**src/include/pdw_params.svh**
```systemverilog
// constants for the power-down wake controller
// Notes on behaviour
// - clock select bit zero ring, one crystal
// - clock config register answers at FE81h
// - memory timing register answers at FE33h
// - only pin reset, app reset, irq wake (code: a supply-fail reset also ends power-down)
// - low reset pin ends power-down, restarts clocks
// - pin reset resets all, ring, full init
// - watchdog reset cannot end power-down
// - supply-fail reset still works in power-down
// - app reset resumes at 0000h, no init
// - app wake falls back to ring oscillator (code: only when pd_select[4] blocked the crystal at power-down entry)
// - irq wakes only enabled, global, level mode
// - enabled irq restarts the oscillator at once
// - irq exit completes on release, handler runs
// - handler returns after power-down instruction
// - irq clears power-down flag asynchronously
`ifndef PDW_PARAMS_SVH
`define PDW_PARAMS_SVH
`define PDW_ADDR_MEM_TIMING 16'hFE33
`define PDW_ADDR_MISC_CLK 16'hFE81
`define PDW_CLKSEL_BIT 0
`define PDW_MEM_TIMING_RST 8'h00
`define PDW_MISC_CLK_RST 8'h00
`define PDW_RESUME_ADDR 16'h0000
`define PDW_INIT_CYCLES 16
`endif

```
**src/include/pdw_pkg.sv**
```systemverilog
// types for the power-down wake controller
package pdw_pkg;
    typedef enum logic [4:0] {
        PDW_INIT = 5'b00001,
        PDW_RUN = 5'b00010,
        PDW_DOWN = 5'b00100,
        PDW_OSC = 5'b01000,
        PDW_WAKE = 5'b10000
    } pdw_state_t;
endpackage

```
**src/core/pdw_ctrl.sv**
```systemverilog
// power-down wake and clock recovery controller
`timescale 1ns/10ps
`default_nettype none
`include "pdw_params.svh"
module pdw_ctrl #(
    parameter int INIT_CYCLES = `PDW_INIT_CYCLES
) (
    // clock and reset
    input wire logic sys_clk,
    input wire logic rst_n,
    // external data bus register access
    input wire logic [15:0] xaddr,
    input wire logic xwr,
    input wire logic xrd,
    input wire logic [7:0] xwdata,
    output logic [7:0] xrdata,
    // processor power control
    input wire logic pd_request,
    input wire logic [7:0] pd_select,
    input wire logic ie_global,
    input wire logic ie_a,
    input wire logic ie_b,
    input wire logic level_a,
    input wire logic level_b,
    // wake sources, asynchronous pins and sidebands
    input wire logic ext_reset_pin_n,
    input wire logic app_reset_sideband,
    input wire logic ext_irq_sideband_a,
    input wire logic ext_irq_sideband_b,
    input wire logic supply_fail,
    input wire logic watchdog_reset,
    // status and controls to the rest of the chip
    output logic powerdown_flag,
    output logic clock_gate_en,
    output logic osc_enable,
    output logic crystal_select,
    output logic [7:0] memory_timing_ctrl,
    output logic cpu_reset,
    output logic cpu_resume,
    output logic [15:0] cpu_start_addr,
    output logic irq_handler_req,
    output logic init_busy
);
    // -----------------------------------------------------------------
    // input synchronisers
    // -----------------------------------------------------------------
    // stage one is read by stage two only
    logic [5:0] sync1;
    logic [5:0] sync2;
    always_ff @(posedge sys_clk or negedge rst_n) begin
        if (!rst_n) begin
            sync1 <= 6'h00;
            sync2 <= 6'h00;
        end else begin
            sync1 <= {watchdog_reset, supply_fail, ext_irq_sideband_b,
                      ext_irq_sideband_a, app_reset_sideband, ~ext_reset_pin_n};
            sync2 <= sync1;
        end
    end
    logic pin_rst;
    logic app_rst;
    logic irq_a;
    logic irq_b;
    logic por_rst;
    logic wdt_rst;
    assign pin_rst = sync2[0];
    assign app_rst = sync2[1];
    assign irq_a = sync2[2];
    assign irq_b = sync2[3];
    assign por_rst = sync2[4];
    assign wdt_rst = sync2[5];

    // qualified irq wake: enable, global enable, level mode
    logic irq_wake;
    assign irq_wake = ie_global & ((irq_a & ie_a & level_a) |
                                   (irq_b & ie_b & level_b));

    // -----------------------------------------------------------------
    // asynchronous flag clear
    // -----------------------------------------------------------------
    // the raw irq clears a latch with no clock, since clocks are stopped
    logic async_clr_n;
    assign async_clr_n = rst_n & ~(ie_global & ((ext_irq_sideband_a & ie_a & level_a) |
                         (ext_irq_sideband_b & ie_b & level_b)));
    // sequencer state and its decodes are declared here because the
    // flag latch below already reads them
    pdw_pkg::pdw_state_t state; // one-hot sequencer state
    logic state_is_run; // sequencer sits in normal run
    logic pd_exit; // any reset-type exit, synchronised
    logic [15:0] init_cnt; // cycles spent in full init
    // the latch sets on the processor's request and clears either on a
    // reset-type exit or, with no clock at all, on a qualified irq level
    logic pd_latch;
    always_ff @(posedge sys_clk or negedge async_clr_n) begin
        if (!async_clr_n) begin
            pd_latch <= 1'b0;
        end else begin
            pd_latch <= (pd_latch | (pd_request & state_is_run)) & ~pd_exit;
        end
    end
    // resynchronise the cleared latch before ungating clocks
    logic [1:0] pd_sync;
    always_ff @(posedge sys_clk or negedge rst_n) begin
        if (!rst_n) begin
            pd_sync <= 2'b00;
        end else begin
            pd_sync <= {pd_sync[0], pd_latch};
        end
    end

    // -----------------------------------------------------------------
    // sequencer
    // -----------------------------------------------------------------
    // init counts up to the parameter, run waits for the request, down
    // waits for a wake, osc holds while the irq stands, wake is one cycle
    // a pin or supply reset overrides every state and restarts init
    assign state_is_run = (state == pdw_pkg::PDW_RUN);
    // reset-type exits; watchdog is ignored while down
    assign pd_exit = pin_rst | app_rst | por_rst;

    always_ff @(posedge sys_clk or negedge rst_n) begin
        if (!rst_n) begin
            state <= pdw_pkg::PDW_INIT;
            init_cnt <= 16'h0000;
        end else if (pin_rst | por_rst) begin
            // whole system reset, full init on the ring oscillator
            state <= pdw_pkg::PDW_INIT;
            init_cnt <= 16'h0000;
        end else begin
            case (state)
                pdw_pkg::PDW_INIT: begin
                    if (init_cnt == 16'(INIT_CYCLES - 1)) begin
                        state <= pdw_pkg::PDW_RUN;
                    end
                    init_cnt <= init_cnt + 16'h0001;
                end
                pdw_pkg::PDW_RUN: begin
                    if (pd_request) begin
                        state <= pdw_pkg::PDW_DOWN;
                    end
                end
                pdw_pkg::PDW_DOWN: begin
                    if (app_rst) begin
                        state <= pdw_pkg::PDW_RUN;
                    end else if (irq_wake) begin
                        state <= pdw_pkg::PDW_OSC;
                    end
                end
                pdw_pkg::PDW_OSC: begin
                    // oscillator runs while irq held; exit on release
                    if (app_rst) begin
                        state <= pdw_pkg::PDW_RUN;
                    end else if (!irq_wake && !pd_sync[1]) begin
                        state <= pdw_pkg::PDW_WAKE;
                    end
                end
                pdw_pkg::PDW_WAKE: begin
                    state <= pdw_pkg::PDW_RUN;
                end
                default: begin
                    state <= pdw_pkg::PDW_INIT;
                end
            endcase
        end
    end

    // -----------------------------------------------------------------
    // registers on the external data bus
    // -----------------------------------------------------------------
    logic [7:0] misc_clock_config;
    logic crystal_block_bit_blocked;
    always_ff @(posedge sys_clk or negedge rst_n) begin
        if (!rst_n) begin
            misc_clock_config <= `PDW_MISC_CLK_RST;
            memory_timing_ctrl <= `PDW_MEM_TIMING_RST;
            crystal_block_bit_blocked <= 1'b0;
        end else if (pin_rst | por_rst) begin
            misc_clock_config <= `PDW_MISC_CLK_RST;
            memory_timing_ctrl <= `PDW_MEM_TIMING_RST;
            crystal_block_bit_blocked <= 1'b0;
        end else begin
            if (state_is_run && pd_request) begin
                crystal_block_bit_blocked <= pd_select[4];
            end
            // blocked crystal: come back on the ring oscillator
            if (state != pdw_pkg::PDW_RUN && state != pdw_pkg::PDW_INIT && crystal_block_bit_blocked &&
                (app_rst || state == pdw_pkg::PDW_WAKE)) begin
                misc_clock_config[`PDW_CLKSEL_BIT] <= 1'b0;
            end else if (xwr && xaddr == `PDW_ADDR_MISC_CLK) begin
                misc_clock_config <= xwdata;
            end
            if (xwr && xaddr == `PDW_ADDR_MEM_TIMING) begin
                memory_timing_ctrl <= xwdata;
            end
        end
    end
    // read mux, unmapped addresses read zero
    always_ff @(posedge sys_clk or negedge rst_n) begin
        if (!rst_n) begin
            xrdata <= 8'h00;
        end else if (xrd && xaddr == `PDW_ADDR_MISC_CLK) begin
            xrdata <= misc_clock_config;
        end else if (xrd && xaddr == `PDW_ADDR_MEM_TIMING) begin
            xrdata <= memory_timing_ctrl;
        end else begin
            xrdata <= 8'h00;
        end
    end

    // -----------------------------------------------------------------
    // registered outputs
    // -----------------------------------------------------------------
    always_ff @(posedge sys_clk or negedge rst_n) begin
        if (!rst_n) begin
            powerdown_flag <= 1'b0;
            clock_gate_en <= 1'b1;
            osc_enable <= 1'b1;
            crystal_select <= 1'b0;
            cpu_reset <= 1'b1;
            cpu_resume <= 1'b0;
            cpu_start_addr <= `PDW_RESUME_ADDR;
            irq_handler_req <= 1'b0;
            init_busy <= 1'b1;
        end else begin
            powerdown_flag <= pd_latch;
            // clocks stay gated until the synchronised flag drops
            clock_gate_en <= !(state == pdw_pkg::PDW_DOWN ||
                               (state == pdw_pkg::PDW_OSC && pd_sync[1]));
            osc_enable <= (state != pdw_pkg::PDW_DOWN);
            crystal_select <= misc_clock_config[`PDW_CLKSEL_BIT];
            cpu_reset <= (state == pdw_pkg::PDW_INIT) | pin_rst | por_rst;
            cpu_resume <= (state == pdw_pkg::PDW_DOWN || state == pdw_pkg::PDW_OSC) && app_rst;
            cpu_start_addr <= `PDW_RESUME_ADDR;
            irq_handler_req <= (state == pdw_pkg::PDW_WAKE);
            init_busy <= (state == pdw_pkg::PDW_INIT);
        end
    end
endmodule
`default_nettype wire

```
**config.mk**
```make
export PLATFORM = sky130hd
export DESIGN_NAME = pdw_ctrl
export DESIGN_NICKNAME = d
export VERILOG_FILES = /design/src/include/pdw_pkg.sv /design/src/core/pdw_ctrl.sv
export VERILOG_INCLUDE_DIRS = /design/src /design/src/include
export SDC_FILE = /design/constraint.sdc
export NUM_CORES = 1
export LEC_CHECK = 0
export BUFFER_PORTS_ARGS = -buffer_cell sky130_fd_sc_hd__buf_4
export CELL_PAD_IN_SITES_DETAIL_PLACEMENT = 0
export CELL_PAD_IN_SITES_GLOBAL_PLACEMENT = 1
export CORE_MARGIN = 2
export CORE_UTILIZATION = 42
export DETAILED_ROUTE_END_ITERATION = 8
export GPL_TIMING_DRIVEN = 0
export PLACE_DENSITY = 0.89
export REMOVE_ABC_BUFFERS = 1
export SLEW_MARGIN = 10
export SYNTH_ARGS = -nofsm -noshare
export SYNTH_HDL_FRONTEND = slang
export SYNTH_SLANG_ARGS = --single-unit
export TNS_END_PERCENT = 100
```
**constraint.sdc**
```tcl
create_clock -name sys_clk -period 3 [get_ports sys_clk]
set_input_delay 0.6 -clock sys_clk [delete_from_list [all_inputs] [get_ports sys_clk]]
set_output_delay 0.6 -clock sys_clk [all_outputs]
set_load 0.1 [all_outputs]
```
==> results.ini, run 1 <==
[cts]
root_buffer = clkbuf_8
cts_sinks = 66
cts.htree.levels = 3
cts_buffers = 9
post_cts_buffers = 0
cts_resized = 0
cts_hold_buf = 0
clk_pin_slew_ns = 0.07
cts_buffer_depth = 2
clock_latency_ns = 0.34
tritoncts = yes

[route]
drt-initial-drc-count = 87
first_pass_iters = 4
wl_per_cell_um = 13.52
ant_nets = 0
vias = 2337
drc_errors = 0
routed_wl_um = 6262
via_per_inst = 5.048

[worst_setup_path]
critPathKind = in -> reg
crit_chain = buf_4 -> or4b_1 -> nor4_4 -> o311ai_4 -> nand3_1 -> o21ai_2
reg2reg_slack_ns = 1.00
critPathCaptureType = flop
critPathArrivalTime_ns = 2.54
cpMaxStageDelayCell = or4b_1
crit_buf_inv = 1
cp_max_fo = 14
r2r-end = misc_clock_config[1]
required_ns = 3.19
start_kind = primary input
worstRegToRegCells = 5
r2r-start = state[1]
crit_path_max_incr_delay_ns = 0.57
path_delay_family = simple AND/OR/NAND/NOR gates

[global_routing]
antenna_found_initial = 0
overflow = 0
grt_util_all_layers_pct = 15.89
grt_pass1_vias = 2175
grt_pass1_wl_um = 10430
grt_max_degree = 67

[yosys]
ys_dominant_reg_cell = dfrtp_1
synth.avg_cell_area_um2 = 10.52
synthArstFlopShare_pct = 100.0
yosysSeqAreaShare_pct = 52.87
synth-edff-count = 0
ys_warn_count = 0
yosysTopAreaCell = dfrtp_1
yosysTopAreaCellShare_pct = 48.68
synth_cell_type_count = 49
ys_ff_latch = 66
synth.area.top_cells = dfrtp_1 49%, dfstp_2 4.2%, buf_4 4.1%
synth_area_mm2 = 0.003136
synth_cells = 298

[floorplanning]
die_area_mm2 = 0.008173
placementRows = 31
initial_utilization_pct = 43.23
die_w_um = 90.41
die_y_um = 90.41
coreArea_mm2 = 0.007253
ios = 88

[hold_path]
hp-class = in -> async

[sta]
slew_headroom_pct = 40.78
hold_viol_final = 0
fin_crit_sh_pct = 78.12
clock_skew_ns = 0.007849
period_needed_ns = 2.343
setup-violations-final = 0
rsz0062_at_grt = false
final_max_slew_viol_count = 0
tightestPinTransition_ns = 0.8816
fin_setup_tns_ns = 0
max_freq_mhz = 426.7

[power]
p_per_area_mw_per_mm2 = 465.8
ir_drop_uv = 257.5
p_leak_uw = 0.001678

[place]
dp_cells = 447
dpl.hpwl_um = 4335
port_buffers = 63
gp_congestion = 0.7814

[finish]
mostFrequentLayoutCell = buf_4
stdcell_count = 463
nets = 408
area_growth_syn_to_layout_pct = 20.71
final_cell_mix = 63 x buf_4, 61 x dfrtp_1, 32 x nand2_1
n_antenna_cell = 0
drive_gt1_share_pct = 28.57

[job]
drv_cap = 0

[status]
status = complete, no violations

-- layout make-up --
class	instances	area (um2)
Tap cell	99	123.9
Timing Repair Buffer	63	473.0
Inverter	7	26.28
Fill cell	652	3468
Clock buffer	14	172.7
Multi-Input combinational cell	212	1321
Sequential cell	66	1658
Clock inverter	2	10.01
-- state kept, by name, indices dropped and copies added, names as in the netlist, 2 cells and up --
signal,flops
sync1,5
sync2,5
pd_sync,2
state,5
init_cnt,16
misc_clock_config,8
xrdata,8
memory_timing_ctrl,8
-- per-layer routing --
metal	part of all wire, %	global-route usage, %	wire length, um	up-vias
met2	47	24.75	2938	86
met5	0	0	0	-
li1	-	-	-	1134
met3	7.4	6.594	464	12
met4	1.3	5.256	83	0
met1	44	20.12	2775	1105
-- cells in the mapped netlist (2+ instances only) --
cell type  instances
nor3_1             6
xor2_1             3
dfstp_2            5
nand3b_1           3
nor4_1             7
a21oi_1           12
inv_1              7
xnor2_1           12
nor2b_1            8
buf_4             17
clkbuf_1           5
nand3_2            4
nand3_1           23
a41o_1             2
a21boi_0           6
nor4_4             2
nand2_1           32
o21ai_0            3
nand4_1            5
nor2_1            27
nand4bb_1          2
dfrtp_1           61
buf_6              2
buf_2              4
o21ai_2            7
o211ai_1           3
a22oi_1            8
-- per-stage QoR --
step                setup WS [ns]  total power (uW)  hold slack (ns)  utilization, %  cell area (um2)
global route               0.5354              1843           0.1800           52.18             3785
finish                     0.6566              1763           0.1905           52.18             3785
global placement           0.3344              1100           0.3332           49.63             3600
detailed placement         0.2996              1102           0.3364           49.63             3600
floorplan                  0.6978              1030           0.3044               -             3003
CTS                        0.6645              1789           0.1827           52.15             3782
-- logic make-up (layout without fill, tap and decap cells) --
group,count (synthesis),in the layout,share of synthesized area (%)
compound gates,47,47,12.01
mux,1,1,0.3192
fa+ha+maj,1,1,0.3990
simple gates,132,132,23.23
xor+xnor,15,15,4.190
flops,66,66,52.87
other cells,1,16,0.1196
buf+inv,35,86,6.864
-- where the power goes --
part / switching [uW] / leakage (uW) / internal [uW]
logic: 138 / 0.000701 / 42.5
registers: 5.60 / 0.000881 / 898
clock network: 313 / 0.0000965 / 366
total: 457 / 0.00168 / 1310
-- worst max path at each step --
| stage | start | endpoint | slack [ns] | cells past startpoint |
|---|---|---|---|---|
| floorplan | xaddr[1] | misc_clock_config[1] | 0.70 | 5 |
| global placement | xaddr[1] | misc_clock_config[3] | 0.33 | 6 |
| detailed placement | xaddr[1] | misc_clock_config[1] | 0.30 | 6 |
| CTS | xaddr[1] | misc_clock_config[1] | 0.66 | 6 |
| global route | xaddr[8] | memory_timing_ctrl[7] | 0.54 | 6 |
| finish | xaddr[1] | misc_clock_config[1] | 0.66 | 6 |
No activity file was read; power rests on OpenSTA's default activity.
==> run 2, diff against run 1 <==
--- a/config.mk
+++ b/config.mk
@@ -10,10 +10,10 @@
 export CELL_PAD_IN_SITES_DETAIL_PLACEMENT = 0
 export CELL_PAD_IN_SITES_GLOBAL_PLACEMENT = 1
 export CORE_MARGIN = 2
-export CORE_UTILIZATION = 42
+export CORE_UTILIZATION = 36
 export DETAILED_ROUTE_END_ITERATION = 8
 export GPL_TIMING_DRIVEN = 0
-export PLACE_DENSITY = 0.89
+export PLACE_DENSITY = 0.82
 export REMOVE_ABC_BUFFERS = 1
 export SLEW_MARGIN = 10
 export SYNTH_ARGS = -nofsm -noshare
==> constraint.sdc (replaced) <==
create_clock -name sys_clk -period 2.15 [get_ports sys_clk]
set_input_delay 0.43 -clock sys_clk [delete_from_list [all_inputs] [get_ports sys_clk]]
set_output_delay 0.43 -clock sys_clk [all_outputs]
set_load 0.1 [all_outputs]
==> run 2 against run 1 <==
  * First-iteration DRC count is 52% higher
  * Final area is 3.5% higher
  * Critical path type is now reg -> reg
  * Non-clock buffer count is 10 higher
  * Highest routed layer unchanged
  * Clock power is 66% higher
==> results.ini, run 2 (synthesis gave the netlist of run 1 again) <==
[status]
status = complete, no violations  ; unchanged

[global_routing]
overflow = 0  ; unchanged
grt_max_degree = 67  ; unchanged
met2_usage_pct = 21.15  ; was 24.75%
grt_pass1_wl_um = 10610  ; was 10,430 um
busiest_layer = met2  ; unchanged
antenna_found_initial = 0  ; unchanged
met1_usage_pct = 17.73  ; was 20.12%
use_met3_pct = 4.676  ; was 6.594%
grt_pass1_vias = 2256  ; was 2,175
grt_util_all_layers_pct = 13.54  ; was 15.89%

[worst_setup_path]
critPathKind = reg -> reg  ; was in -> reg
critPathArrivalTime_ns = 2.21  ; was 2.54 ns
cp_max_fo = 14  ; unchanged
required_ns = 2.42  ; was 3.19 ns
start_kind = flop  ; was primary input
critPathCaptureType = flop  ; unchanged

[sta]
max_freq_mhz = 516.6
clock_skew_ns = 0.008710  ; was 0.007849 ns
fin_ws_ns = 0.2143  ; was 0.6566 ns
period_needed_ns = 1.936
hold_viol_final = 0  ; unchanged
final_max_slew_viol_count = 0  ; unchanged
setup-violations-final = 0  ; unchanged
tightestPinTransition_ns = 0.8072  ; was 0.8816 ns
fin_crit_sh_pct = 90.03
hold_ws_ns = 0.1287  ; was 0.1905 ns
slew_headroom_pct = 46.19  ; was 40.78%
rsz0062_at_grt = false  ; unchanged

[finish]
fill_cells = 804  ; was 652
nets = 418  ; was 408
fin_util_pct = 45.59  ; was 52.18%
final_cell_mix = 71 x buf_4, 61 x dfrtp_1, 32 x nand2_1  ; was 63 x buf_4, 61 x dfrtp_1, 32 x nand2_1
mostFrequentLayoutCell = buf_4  ; unchanged
regArea_mm2 = 0.001658  ; unchanged
area_growth_syn_to_layout_pct = 24.94  ; was 20.71%
n_antenna_cell = 0  ; unchanged
regMostFlops = init_cnt  ; unchanged
multi_input_area_mm2 = 0.001321  ; unchanged
largest_register_ffs = 16  ; unchanged
drive_gt1_share_pct = 29.95  ; was 28.57%

[cts]
root_buffer = clkbuf_8  ; unchanged
cts_sinks = 66  ; unchanged
clk_pin_slew_ns = 0.07  ; about the same
cts_buffer_depth = 2  ; unchanged
clock_latency_ns = 0.34  ; about the same
tritoncts = yes  ; unchanged
cts_buffers = 9  ; unchanged
cts.htree.levels = 3  ; unchanged

[job]
drv_cap = 0  ; unchanged

[route]
via_per_inst = 4.888  ; was 5.048
routed_wl_um = 6272  ; was 6262 um
wl_per_cell_um = 13.01  ; was 13.52 um
drt-initial-drc-count = 132  ; was 87
vias = 2356  ; was 2,337
first_pass_iters = 4  ; unchanged
ant_nets = 0  ; unchanged
drc_errors = 0  ; unchanged

[power]
p_per_area_mw_per_mm2 = 675.0  ; was 465.8 mW/mm2
ir_drop_uv = 238.0  ; was 257.5 uV
power_uw = 2644  ; was 1763 uW
p_leak_uw = 0.001747  ; was 0.001678 uW

[place]
place_ws_ns = -0.3944  ; was 0.2996 ns
gp_congestion = 0.7844  ; was 0.7814
dpl.hpwl_um = 4222  ; was 4335 um
port_buffers = 63  ; unchanged

[floorplanning]
ios = 88  ; unchanged
die_y_um = 97.33  ; was 90.41 um
coreArea_mm2 = 0.008593  ; was 0.007253 mm2
initial_utilization_pct = 36.49  ; was 43.23%
die_w_um = 97.33  ; was 90.41 um
die_area_mm2 = 0.009472  ; was 0.008173 mm2
placementRows = 34  ; was 31

[hold_path]
hp-class = in -> async  ; unchanged

## run 2: cell types whose count changed in the layout (fill, tap and decap cells not counted), sizes merged
cell and change:
clkbuf -1, dlygate4sd3 +1, clkinv -1, bufinv +2
buf +9
## run 2: what timing repair did
action,CTS,global route
hold buffers,1,0
buffers inserted,1,8
endpoints found under the hold margin,1,0
setup endpoints to repair,5,15
pin swaps,1,2
gates resized for setup,0,0
## run 2: cell type report
type	count	share of cell area [%]
flip-flops and latches	66	42.32
well taps	108	3.449
clock buffers	13	3.801
repair buffers	73	14.37
multi-input cells	212	33.73
clock inverters	3	1.661
inverters	7	0.6707
## run 2: through the flow
stage / cells / cell area [um2] / setup TNS [ns]
after floorplan: 285 / 3003 / 0
after CTS: 474 / 3842 / 0
after global placement: 456 / 3611 / -5.306
final: 482 / 3918 / 0
after detailed placement: 456 / 3611 / -5.575
after global routing: 482 / 3918 / 0
## run 2: worst paths after layout
check / to / start / cells past startpoint / slack, ns
max in group asynchronous: pd_latch / rst_n / 2 / 1.34
min in group sys_clk: sync1[4] / supply_fail / 1 / 0.19
hold / removal: pd_latch / ie_b / 4 / 0.13
setup reg to reg: misc_clock_config[3] / state[1] / 6 / 0.21
hold reg to reg: sync2[4] / sync1[4] / 0 / 0.35
setup / recovery: misc_clock_config[3] / state[1] / 6 / 0.21
## run 2: metal layers
| metal | routed length, um | part of all wire (%) |
|---|---|---|
| met4 | 38 | 0.61 |
| met2 | 2904 | 46 |
| met5 | 0 | 0 |
| met1 | 2897 | 46 |
| met3 | 432 | 6.9 |
## run 2: critical path, stage by stage, from the launching register on
cell and delay, ns:
dfrtp_1 0.59, or4b_4 0.53, a21oi_4 0.19, o311ai_4 0.12
buf_12 0.18, buf_4 0.13, o21ai_2 0.11
## run 2: where the power goes
group | switching (uW) | internal, uW | leakage (uW) | total, uW
Combinational | 193 | 60.4 | 0.000758 | 253
Clock | 446 | 685 | 0.000108 | 1130
Sequential | 7.68 | 1250 | 0.000881 | 1260
